`config.mk`:
```
export PLATFORM = sky130hd
export DESIGN_NAME = ompc_top
export DESIGN_NICKNAME = d
export VERILOG_FILES = /design/src/rtl/ompc_pkg.sv /design/src/rtl/ompc_sync.sv /design/src/rtl/ompc_map.sv /design/src/rtl/ompc_top.sv
export SDC_FILE = /design/constraint.sdc
export NUM_CORES = 1
export LEC_CHECK = 0
export ABC_CLOCK_PERIOD_IN_PS = 2690
export BUFFER_PORTS_ARGS = -buffer_cell sky130_fd_sc_hd__buf_2
export CAP_MARGIN = 25
export CORE_ASPECT_RATIO = 0.7
export CORE_MARGIN = 2
export CORE_UTILIZATION = 45
export CTS_CLUSTER_SIZE = 8
export DETAILED_ROUTE_END_ITERATION = 8
export GPL_ROUTABILITY_DRIVEN = 0
export GPL_TIMING_DRIVEN = 0
export PLACE_DENSITY = 0.92
export SKIP_CTS_REPAIR_TIMING = 1
export SYNTH_ARGS = -nofsm -noshare
export SYNTH_HDL_FRONTEND = slang
export SYNTH_SLANG_ARGS = --single-unit
```
`constraint.sdc`:
```
create_clock -name sys_clk_i -period 2.69 [get_ports sys_clk_i]
set_clock_uncertainty 0.2 [all_clocks]
set_input_delay 0.807 -clock sys_clk_i [delete_from_list [all_inputs] [get_ports sys_clk_i]]
set_output_delay 0.807 -clock sys_clk_i [all_outputs]
set_load 0.01 [all_outputs]
```
`src/rtl/ompc_pkg.sv`:
```
// package for the operating mode and priority control block
// assumes a single 25 MHz system clock domain and an axi4-lite register slave
package ompc_pkg;
    // register map (byte address)
    localparam logic [15:0] OMPC_PRIO_MODE_ADDR = 16'h103C; // priority_and_mode_control
    localparam logic [15:0] OMPC_STATUS_ADDR = 16'h1040; // mode status, read only
    // field positions of the control register
    localparam int OMPC_BOOT_BIT = 7;
    localparam int OMPC_SPECIAL_MODE_BIT_BIT = 6;
    localparam int OMPC_MDA_BIT = 5;
    localparam int OMPC_IRV_BIT = 4;
    localparam int OMPC_PSEL_MSB = 3;
    // reset value of the priority select field
    localparam logic [3:0] OMPC_PSEL_RST = 4'h6;
    // reset vector areas
    localparam logic [15:0] OMPC_NORM_VEC_LO = 16'hFFFA;
    localparam logic [15:0] OMPC_NORM_VEC_HI = 16'hFFFF;
    localparam logic [15:0] OMPC_SPEC_VEC_LO = 16'hBFFA;
    localparam logic [15:0] OMPC_SPEC_VEC_HI = 16'hBFFF;
    // boot rom window
    localparam logic [15:0] OMPC_BOOT_LO = 16'hBF00;
    localparam logic [15:0] OMPC_BOOT_HI = 16'hBFFF;
    // axi responses
    localparam logic [1:0] OMPC_RESP_OKAY = 2'h0;
    localparam logic [1:0] OMPC_RESP_SLVERR = 2'h2;
    // operating modes, encoded as {special_mode_bit, mode_select_a}
    typedef enum logic [1:0] {
        OMPC_SINGLE_CHIP = 2'h0,
        OMPC_EXPANDED = 2'h1,
        OMPC_BOOTSTRAP = 2'h2,
        OMPC_SPECIAL_TEST = 2'h3
    } ompc_mode_t;
endpackage

```
`src/rtl/ompc_sync.sv`:
```
// two flip-flop synchroniser for the mode pins
// assumes pins are asynchronous to sys_clk_i
`timescale 1ns/1ns
module ompc_sync #(
    parameter int WIDTH = 2
) (
    // clock and reset
    input wire logic sys_clk_i,
    input wire logic sys_rst_i,
    // pins in, synchronised out
    input wire logic [WIDTH-1:0] async_i,
    output logic [WIDTH-1:0] sync_o
);
    logic [WIDTH-1:0] meta_q; // first stage, read only by second stage
    logic [WIDTH-1:0] sync_q; // second stage

    // plain double flop; reset only clears both stages
    always_ff @(posedge sys_clk_i) begin
        if (sys_rst_i) begin
            meta_q <= '0;
            sync_q <= '0;
        end else begin
            meta_q <= async_i;
            sync_q <= meta_q;
        end
    end

    assign sync_o = sync_q;
endmodule // ompc_sync

```
`src/rtl/ompc_map.sv`:
```
// memory map decode helper: boot rom hit and reset vector window
// assumes the control state comes from the register core on the same clock
`timescale 1ns/1ns
module ompc_map (
    // control state
    input wire logic boot_rom_enable_i,
    input wire logic special_mode_i,
    // cpu address to classify
    input wire logic [15:0] cpu_addr_i,
    // decode results
    output logic boot_rom_sel_o,
    output logic [15:0] reset_vec_lo_o,
    output logic [15:0] reset_vec_hi_o
);
    import ompc_pkg::*;

    // rom answers only while enabled and inside its window
    always_comb begin
        boot_rom_sel_o = boot_rom_enable_i && (cpu_addr_i >= OMPC_BOOT_LO) && (cpu_addr_i <= OMPC_BOOT_HI);
    end

    // vector area follows the special mode bit
    always_comb begin
        if (special_mode_i) begin
            reset_vec_lo_o = OMPC_SPEC_VEC_LO;
            reset_vec_hi_o = OMPC_SPEC_VEC_HI;
        end else begin
            reset_vec_lo_o = OMPC_NORM_VEC_LO;
            reset_vec_hi_o = OMPC_NORM_VEC_HI;
        end
    end
endmodule // ompc_map

```
`src/rtl/ompc_top.sv`:
```
// operating mode and interrupt priority control register with axi4-lite slave
// assumes mode pins are asynchronous and held stable across reset release
//
// Decided for this implementation: the AXI4-Lite slave port.
`timescale 1ns/1ns
// What this block does
// mode pin B high: normal, vector FFFA-FFFF
// mode pin B low: special vector BFFA-BFFF
// 8-bit register: boot, special_mode_bit, mda, irv, psel
// reset values follow mode; psel resets 0110
// boot enable readable; written only in special
// boot enable maps rom at BF00-BFFF
// reset release loads special_mode_bit=~B, mda=A
// special_mode_bit/mda writable only in special modes
// cleared special_mode_bit cannot be set again
// irv free in special, once in normal
// irv drives internal reads in expanded/test
// forbidden bits hold, allowed bits still update
module ompc_top (
    // clock and reset
    input wire logic sys_clk_i,
    input wire logic sys_rst_i,
    // mode pins
    input wire logic mode_pin_a_i,
    input wire logic mode_pin_b_i,
    // cpu side
    input wire logic [15:0] cpu_addr_i,
    input wire logic cpu_int_read_i,
    output logic boot_rom_sel_o,
    output logic read_visible_o,
    output logic [15:0] reset_vec_lo_o,
    output logic [15:0] reset_vec_hi_o,
    output logic [3:0] prio_select_o,
    output ompc_pkg::ompc_mode_t mode_o,
    output logic mode_valid_o,
    // axi4-lite write address
    input wire logic [15:0] s_axi_awaddr,
    input wire logic s_axi_awvalid,
    output logic s_axi_awready,
    // axi4-lite write data
    input wire logic [31:0] s_axi_wdata,
    input wire logic [3:0] s_axi_wstrb,
    input wire logic s_axi_wvalid,
    output logic s_axi_wready,
    // axi4-lite write response
    output logic [1:0] s_axi_bresp,
    output logic s_axi_bvalid,
    input wire logic s_axi_bready,
    // axi4-lite read address
    input wire logic [15:0] s_axi_araddr,
    input wire logic s_axi_arvalid,
    output logic s_axi_arready,
    // axi4-lite read data
    output logic [31:0] s_axi_rdata,
    output logic [1:0] s_axi_rresp,
    output logic s_axi_rvalid,
    input wire logic s_axi_rready
);
    import ompc_pkg::*;

    // pin synchroniser outputs
    logic [1:0] pins_sync; // {b, a}

    // register fields
    logic boot_q, boot_d; // boot_rom_enable
    logic special_mode_bit_q, special_mode_bit_d; // special_mode_bit
    logic mda_q, mda_d; // mode_select_a
    logic irv_q, irv_d; // internal_read_visibility
    logic [3:0] psel_q, psel_d; // priority select
    logic irv_done_q, irv_done_d; // normal-mode write-once spent
    logic strap_q, strap_d; // strap capture still pending
    logic [1:0] settle_q, settle_d; // waits for synchroniser to fill

    // axi slave state
    logic [15:0] awaddr_q, awaddr_d;
    logic aw_have_q, aw_have_d;
    logic [31:0] wdata_q, wdata_d;
    logic [3:0] wstrb_q, wstrb_d;
    logic w_have_q, w_have_d;
    logic bvalid_q, bvalid_d;
    logic [1:0] bresp_q, bresp_d;
    logic rvalid_q, rvalid_d;
    logic [1:0] rresp_q, rresp_d;
    logic [31:0] rdata_q, rdata_d;

    // write strobe into the register
    logic wr_fire; // both halves present, response slot free
    logic wr_hit; // hits the control register

    // register contents as one byte
    function automatic logic [7:0] pack_reg(input logic b, input logic s, input logic m,
                                            input logic i, input logic [3:0] p);
        pack_reg = {b, s, m, i, p};
    endfunction

    ompc_sync #(
        .WIDTH(2)
    ) u_sync (
        .sys_clk_i(sys_clk_i),
        .sys_rst_i(sys_rst_i),
        .async_i({mode_pin_b_i, mode_pin_a_i}),
        .sync_o(pins_sync)
    );

    ompc_map u_map (
        .boot_rom_enable_i(boot_q),
        .special_mode_i(special_mode_bit_q),
        .cpu_addr_i(cpu_addr_i),
        .boot_rom_sel_o(boot_rom_sel_o),
        .reset_vec_lo_o(reset_vec_lo_o),
        .reset_vec_hi_o(reset_vec_hi_o)
    );

    // write decode
    assign wr_fire = aw_have_q && w_have_q && !bvalid_q;
    assign wr_hit = (awaddr_q[15:2] == OMPC_PRIO_MODE_ADDR[15:2]);

    // next value of the control register
    always_comb begin
        boot_d = boot_q;
        special_mode_bit_d = special_mode_bit_q;
        mda_d = mda_q;
        irv_d = irv_q;
        psel_d = psel_q;
        irv_done_d = irv_done_q;
        strap_d = strap_q;
        settle_d = settle_q;
        if (strap_q) begin
            // hold off until the pins have passed both flops after release
            if (settle_q != 2'h3) begin
                settle_d = settle_q + 2'h1;
            end else begin
                strap_d = 1'b0;
                special_mode_bit_d = ~pins_sync[1];
                mda_d = pins_sync[0];
                boot_d = ~pins_sync[1] & ~pins_sync[0]; // bootstrap only
                irv_d = ~pins_sync[1]; // both special modes
            end
        end else if (wr_fire && wr_hit && wstrb_q[0]) begin
            // each field checks its own permission, others still update
            if (special_mode_bit_q) begin
                boot_d = wdata_q[OMPC_BOOT_BIT];
                mda_d = wdata_q[OMPC_MDA_BIT];
                special_mode_bit_d = wdata_q[OMPC_SPECIAL_MODE_BIT_BIT]; // only clear reachable once zero
                irv_d = wdata_q[OMPC_IRV_BIT];
            end else if (!irv_done_q) begin
                irv_d = wdata_q[OMPC_IRV_BIT]; // first write only
            end
            // special_mode_bit of zero is sticky: a set attempt never passes above
            if (!special_mode_bit_q) begin
                irv_done_d = 1'b1;
            end
            psel_d = wdata_q[OMPC_PSEL_MSB:0];
        end
    end

    // control register storage
    always_ff @(posedge sys_clk_i) begin
        if (sys_rst_i) begin
            boot_q <= 1'b0;
            special_mode_bit_q <= 1'b0;
            mda_q <= 1'b0;
            irv_q <= 1'b0;
            psel_q <= OMPC_PSEL_RST;
            irv_done_q <= 1'b0;
            strap_q <= 1'b1;
            settle_q <= 2'h0;
        end else begin
            boot_q <= boot_d;
            special_mode_bit_q <= special_mode_bit_d;
            mda_q <= mda_d;
            irv_q <= irv_d;
            psel_q <= psel_d;
            irv_done_q <= irv_done_d;
            strap_q <= strap_d;
            settle_q <= settle_d;
        end
    end

    // outputs derived from state
    assign mode_o = ompc_mode_t'({special_mode_bit_q, mda_q});
    assign mode_valid_o = !strap_q;
    assign prio_select_o = psel_q;
    // visibility only counts when an external bus exists
    assign read_visible_o = irv_q && mda_q && cpu_int_read_i && !strap_q;

    // axi channel capture and response
    always_comb begin
        awaddr_d = awaddr_q;
        aw_have_d = aw_have_q;
        wdata_d = wdata_q;
        wstrb_d = wstrb_q;
        w_have_d = w_have_q;
        bvalid_d = bvalid_q;
        bresp_d = bresp_q;
        rvalid_d = rvalid_q;
        rresp_d = rresp_q;
        rdata_d = rdata_q;
        if (s_axi_awvalid && s_axi_awready) begin
            awaddr_d = s_axi_awaddr;
            aw_have_d = 1'b1;
        end
        if (s_axi_wvalid && s_axi_wready) begin
            wdata_d = s_axi_wdata;
            wstrb_d = s_axi_wstrb;
            w_have_d = 1'b1;
        end
        if (wr_fire) begin
            // writes during strap capture are dropped but still answered
            aw_have_d = 1'b0;
            w_have_d = 1'b0;
            bvalid_d = 1'b1;
            bresp_d = wr_hit ? OMPC_RESP_OKAY : OMPC_RESP_SLVERR;
        end else if (bvalid_q && s_axi_bready) begin
            bvalid_d = 1'b0;
        end
        if (s_axi_arvalid && s_axi_arready) begin
            rvalid_d = 1'b1;
            if (s_axi_araddr[15:2] == OMPC_PRIO_MODE_ADDR[15:2]) begin
                rdata_d = {24'h000000, pack_reg(boot_q, special_mode_bit_q, mda_q, irv_q, psel_q)};
                rresp_d = OMPC_RESP_OKAY;
            end else if (s_axi_araddr[15:2] == OMPC_STATUS_ADDR[15:2]) begin
                rdata_d = {29'h00000000, irv_done_q, mode_valid_o, boot_rom_sel_o};
                rresp_d = OMPC_RESP_OKAY;
            end else begin
                rdata_d = 32'h00000000;
                rresp_d = OMPC_RESP_SLVERR;
            end
        end else if (rvalid_q && s_axi_rready) begin
            rvalid_d = 1'b0;
        end
    end

    // axi state storage
    always_ff @(posedge sys_clk_i) begin
        if (sys_rst_i) begin
            awaddr_q <= 16'h0000;
            aw_have_q <= 1'b0;
            wdata_q <= 32'h00000000;
            wstrb_q <= 4'h0;
            w_have_q <= 1'b0;
            bvalid_q <= 1'b0;
            bresp_q <= OMPC_RESP_OKAY;
            rvalid_q <= 1'b0;
            rresp_q <= OMPC_RESP_OKAY;
            rdata_q <= 32'h00000000;
        end else begin
            awaddr_q <= awaddr_d;
            aw_have_q <= aw_have_d;
            wdata_q <= wdata_d;
            wstrb_q <= wstrb_d;
            w_have_q <= w_have_d;
            bvalid_q <= bvalid_d;
            bresp_q <= bresp_d;
            rvalid_q <= rvalid_d;
            rresp_q <= rresp_d;
            rdata_q <= rdata_d;
        end
    end

    // one of each channel held at a time; ready is combinational
    assign s_axi_awready = !aw_have_q;
    assign s_axi_wready = !w_have_q;
    assign s_axi_arready = !rvalid_q;
    assign s_axi_bvalid = bvalid_q;
    assign s_axi_bresp = bresp_q;
    assign s_axi_rvalid = rvalid_q;
    assign s_axi_rresp = rresp_q;
    assign s_axi_rdata = rdata_q;
endmodule // ompc_top

```
; Word-level counts from Yosys, hierarchy flattened
; Cells that the tools add are included.
[op_classes]
add_sub_neg = 1
n_lt_le_gt_ge = 2
n_eq_ne = 6
n_mux = 29
bitwise_logic = 5
n_reduce_logical = 30
[ops]
columns = op, count
row1 = "14-bit by 11-bit equality test with 1-bit output, second input constant", 3
row2 = 15-bit 2-to-1 mux, 2
row3 = 1-bit 2-to-1 mux, 22
row4 = "16-bit greater-or-equal comparator, second input constant", 1
row5 = "16-bit <= comparator, second input constant", 1
row6 = 1-bit logical AND, 14
row7 = 3-bit AND reduction, 3
row8 = 8-bit 2-to-1 mux, 1
row9 = 2-bit nonzero test, 4
row10 = 2-bit 2-to-1 mux, 3
row11 = 2-bit AND reduction, 3
row12 = 1-bit zero test, 5
row13 = "2-bit != test, second input constant", 2
row14 = 1-bit NOT, 4
row15 = 3-bit 2-to-1 mux, 1
row16 = "3-bit by 2-bit != test with 1-bit output, second input constant", 1
row17 = "2-bit by 1-bit adder with 2-bit output, second input constant", 1
row18 = 2-bit OR reduction, 1
row19 = 1-bit AND, 1
[totals]
register_bits = 81
inputBits = 94
wordCells = 93

; Depth between registers and ports, before layout
[logic_depth]
ltp_word = 6
mapped_depth = 5
mapped_depth_nobuf = 4

; Modules after synthesis
; Synthesis repeated with hierarchy kept, for this count alone.
[unflattened]
cells_unflattened = 316
hier_area_um2 = 2592.5
[modules_own_cells]
columns = module, instances, cells_per_inst, area_each_um2
row1 = ompc_top, 1, 270, 2217.1
row2 = ompc_map, 1, 38, 270.3
row3 = ompc_sync, 1, 8, 105.1

; Worst setup path after synthesis
; OpenSTA, ideal clock, no wires.
[synth_path]
path_kind = input -> output
startpoint = input port cpu_addr_i[11]
endpoint = output port boot_rom_sel_o
arrival_ns = 1.365
required_time_ns = 1.683
path_slack_ns = 0.318
stages = 2
path_buffers = 0
path_cell_list = nand4_1 > nor4_1
[synth_via]
elab_chain_len = 3
elab_cells_between_ends = 4
classes_between = order compare (2) / reduce/logical (2)
[synth_rtl]
columns = element, line
row1 = "start, declared", ompc_top.sv:27  ; input wire logic [15:0] cpu_addr_i,
row2 = 16-bit greater-or-equal comparator, ompc_map.sv:19  ; boot_rom_sel_o = boot_rom_enable_i && (cpu_addr_i >= OMPC_BOOT_LO) && (cpu_addr_i <= OMPC_BOOT_HI);
row3 = 1-bit logical AND, ompc_map.sv:19
row4 = 1-bit logical AND (*), ompc_map.sv:19
row5 = "end, declared", ompc_top.sv:29  ; output logic boot_rom_sel_o,
; Mark *: on every way between the ends. The rest lies on a longest branch, timed or not.

; Worst setup path after layout
; Ends and elaborated chain as after synthesis.

==> summary by stage <==
Status
The run finished with clean final reports.

Yosys
Ranked by total cell area, the synthesized netlist is headed by sky130_fd_sc_hd__dfxtp_1 (41%), sky130_fd_sc_hd__buf_4 (17%), sky130_fd_sc_hd__nand2_1 (9.0%), sky130_fd_sc_hd__a21oi_1 (6.8%), sky130_fd_sc_hd__nor2b_1 (2.4%). The flip-flop and latch count after synthesis is 53. The number of cells produced by synthesis is 315.

Yosys mapped the design onto 39 distinct sky130hd cell types. For this run, the register share of the synthesized area comes to about two fifths. The total of warnings raised by yosys is 0. The total standard cell area after synthesis is ~2600 µm².

The biggest area consumer among synthesized cells is sky130_fd_sc_hd__dfxtp_1. The synthesized area per cell is slightly above 8 µm². The synthesized design devotes to its leading area cell type between 40% and 50% of total area.

STA
The number of pins exceeding their max-slew limit in the final report is 0. The hold violation count in the final report was 0. Headroom to the max-slew limit came out at around 61%. The pin slew with the least headroom to its limit is slightly below 0.6 ns. Based on the critical path, the design can be clocked at up to ~400 MHz. Setup repair after global routing left no endpoint under its margin. In the finished design, the share of the clock period the worst path needs comes to 94.68%. Setup violations remaining at the end of the flow were counted as 0.

The total negative slack for setup checks is 0 ns. The post-layout minimum cycle time is ~2.5 ns.

Floorplan
The starting density of the core is between 40 and 50%. The die covers between 6000 and 7000 µm². The floorplan has 23 rows. The die is ~67 µm tall.

The die boundary width is 94.48 µm. Pin placement for this block handled ~180 I/O pins. The placeable core region is 5640 µm².

Pwr
IR analysis of the VDD net gives a maximum drop of around 270 µV. The static leakage is between 1.5 and 2 nW. For this design the ratio of total power to cell area is approximately 530 nW/µm².

Global routing
The number of global-route vias before repair came to between 1500 and 2000. Global routing used around a fifth of the available tracks across all layers. The initial antenna violation count came to 0. Entering global routing, the biggest net connects 18 pins. The sum of overflow across all layers after global routing is 0.

The global-route wire length before repair is approximately 9.1 mm.

Clock network
Clock tree synthesis selected as its root buffer the cell sky130_fd_sc_hd__clkbuf_8. The number of sinks handled by clock tree synthesis is between 50 and 60. The clock passes through at most 2 buffers. For the worst-skew pair, the clock arrives at the later sink with an insertion delay of approximately 0.3 ns.

The post-CTS clock slew at the launch and capture registers of the worst setup and hold paths is roughly 0.10 ns. TritonCTS created 5 clock buffers. The clock tree from TritonCTS is yes. In this run the number of H-tree levels came out at 2.

Detailed routing
After detailed routing, the number of remaining DRC violations is 0. Routed signal wires occupy layers up through met4. After detailed routing, the number of vias per cell comes to 4.365. The total vias in the final route is about 2300. The total routed wirelength is about 6 mm.

The met1 routed wirelength after detailed routing is between 2 and 3 mm. The number of nets with antenna violations after routing is 0. The routed length on met3 is 485 µm. The detailed-router iteration count before antenna repair is 4.

The first routing iteration left 132 violations. Dividing the detail-routed wire length by the instance count gives around 11 µm. After detailed routing, the met2 layer carries 2.638 mm of wire.

Worst setup path
The endpoint identified for the worst register-to-register timing path is boot_q$_SDFFE_PP0P_. The library cell appearing most often on the critical path is sky130_fd_sc_hd__buf_2. The path depth of the worst reg2reg path is 5. The signal on the critical path passes through buf_2, nand4_1, nor4_1, buf_2. Together, buffers and inverters on the worst path number 2.

The most critical setup path has its endpoint at boot_rom_sel_o. The kind of critical path is input pin to output port. The minimum setup slack among reg-to-reg paths is a little under 1 ns.

The largest incremental delay on the critical path is approximately 0.36 ns. On the critical path, the stage with the largest delay is an instance of sky130_fd_sc_hd__nor4_1. For the worst setup path, the data arrival time is 1.54 ns. The top fanout value on the critical path is 2. In this run the critical register-to-register path is launched from aw_have_q$_SDFFE_PP0P_. The critical path's top delay family is simple AND/OR/NAND/NOR gates. The critical path endpoint category is an output port. The critical path crosses 4 cells after its start point. The critical path required time is between 1.5 and 2 ns. STA classifies the critical path startpoint as an input pin. In this run the worst setup path begins at cpu_addr_i[11].

Layout
The most common cell after layout, fill and taps aside is sky130_fd_sc_hd__buf_2. The multi-input logic area is 1199 µm². Of the cells placed in the final design, the portion with a size suffix greater than 1 is a little over a third.

The total of fill cells in the finished design is 512. In the layout the commonest cells are sky130_fd_sc_hd__buf_2 (82), sky130_fd_sc_hd__nand2_1 (62), sky130_fd_sc_hd__buf_4 (59). The number of antenna diodes in the final layout is 0.

The growth of design area from synthesis to finish is 31.30%. At the end of the flow, the number of nets in the layout was 550. The final cell area excluding filler cells is around 3400 µm². Summing all flip-flop and latch instances after layout gives between 1000 and 1500 µm².

Worst hold path
The path class of the tightest hold or removal check is register to register.

Flow run
Max-cap violations in this run came to 0.

Placed design
The wire-length estimate of the detail-placed layout is roughly 4.8 mm. The count of buffers added on input and output ports is between 70 and 80. In this run the cell area measured after placement is between 3000 and 4000 µm².
## sequential cells by signal (all words and copies together) (netlist names)
| signal | cells |
|---|---|
| w_have_q | 1 |
| wstrb_q | 1 |
| s_axi_rdata | 8 |
| boot_q | 1 |
| s_axi_bvalid | 1 |
| mda_q | 1 |
| s_axi_rresp | 1 |
| s_axi_bresp | 1 |
| prio_select_o | 4 |
| irv_done_q | 1 |
| u_sync.meta_q | 2 |
| u_sync.sync_o | 2 |
| settle_q | 2 |
| wdata_q | 8 |
| irv_q | 1 |
| s_axi_rvalid | 1 |
| aw_have_q | 1 |
| awaddr_q | 14 |
| special_mode_bit_q | 1 |
| strap_q | 1 |
## synth_stat cells, drive strengths merged
cell type,number
inv,7
o211ai,1
ha,1
and4b,2
a21oi,35
nor2,10
mux2i,4
a31oi,4
and3b,1
o311ai,1
a211oi,2
o21a,1
o31a,2
nand3,11
o31ai,1
xnor2,1
nor3,4
nor2b,10
nand2,62
mux2,1
dfxtp,53
conb,2
and2,1
nand4,8
nor4,4
and4,2
buf,66
and3,1
o21ai,9
clkbuf,6
nor4b,1
or2,1
## per-stage QoR
step / power, W / instances / setup slack [ns] / util [%] / hold slack, ns
after CTS: 0.001811 / 531 / 0.1229 / 60.03 / 0.2513
after global placement: 0.001261 / 523 / 0.1561 / 57.99 / 0.2266
after floorplan: 0.001166 / 369 / 0.3175 / - / 0.2138
after detailed placement: 0.001274 / 523 / 0.1207 / 57.99 / 0.2281
after global routing: 0.001913 / 531 / 0.06008 / 60.03 / 0.2642
final: 0.001805 / 531 / 0.1430 / 60.03 / 0.2505
## area by class of cell
cell class | instances | area share, %
buffer | 72 | 14.63
clock buffer | 5 | 2.033
clock inverter | 3 | 1.367
inverter | 7 | 0.7761
multi-input combinational | 237 | 35.40
sequential | 53 | 31.34
tap | 75 | 2.772
timing repair buffer | 79 | 11.68
## worst min-delay path by stage
| stage | from | endpoint | slack [ns] | cells after the start |
|---|---|---|---|---|
| 2_1_floorplan | u_sync.meta_q[0]$_SDFF_PP0_ | u_sync.sync_o[0]$_SDFF_PP0_ | 0.21 | 1 |
| 3_3_place_gp | u_sync.meta_q[0]$_SDFF_PP0_ | u_sync.sync_o[0]$_SDFF_PP0_ | 0.23 | 1 |
| 3_5_place_dp | u_sync.meta_q[0]$_SDFF_PP0_ | u_sync.sync_o[0]$_SDFF_PP0_ | 0.23 | 1 |
| 4_1_cts | u_sync.meta_q[0]$_SDFF_PP0_ | u_sync.sync_o[0]$_SDFF_PP0_ | 0.25 | 1 |
| 5_1_grt | u_sync.meta_q[1]$_SDFF_PP0_ | u_sync.sync_o[1]$_SDFF_PP0_ | 0.26 | 1 |
| 6_report | u_sync.meta_q[1]$_SDFF_PP0_ | u_sync.sync_o[1]$_SDFF_PP0_ | 0.25 | 1 |
## logic make-up after synthesis
family                     share of synthesized area (%)
and+or+nand+nor                                    23.53
DFF                                                41.15
adders and majority gates                         0.4851
buffers and inverters                              20.23
AOI/OAI and AO/OA                                  11.98
muxes                                              1.989
xor gates and xnor gates                          0.3397
other                                             0.2912
## power breakdown
group | internal (W) | switching (W)
logic | 0.000180 | 0.000190
registers | 0.000843 | 0.0000469
clock network | 0.000279 | 0.000267
## routing by layer
metal | global-route usage (%) | vias up
met5 | 0 | -
met4 | 4.891 | 0
met2 | 29.02 | 94
li1 | - | 1222
met3 | 4.241 | 4
met1 | 26.62 | 998
## worst register-to-register path, stage by stage, from the launching register on
cell and delay [ns]:
sky130_fd_sc_hd__dfxtp_1 0.40, sky130_fd_sc_hd__and3b_1 0.17, sky130_fd_sc_hd__buf_2 0.19, sky130_fd_sc_hd__nand3_2 0.18, sky130_fd_sc_hd__o31a_1 0.33, sky130_fd_sc_hd__mux2i_1 0.13
Power figures use the tool's default switching activity.
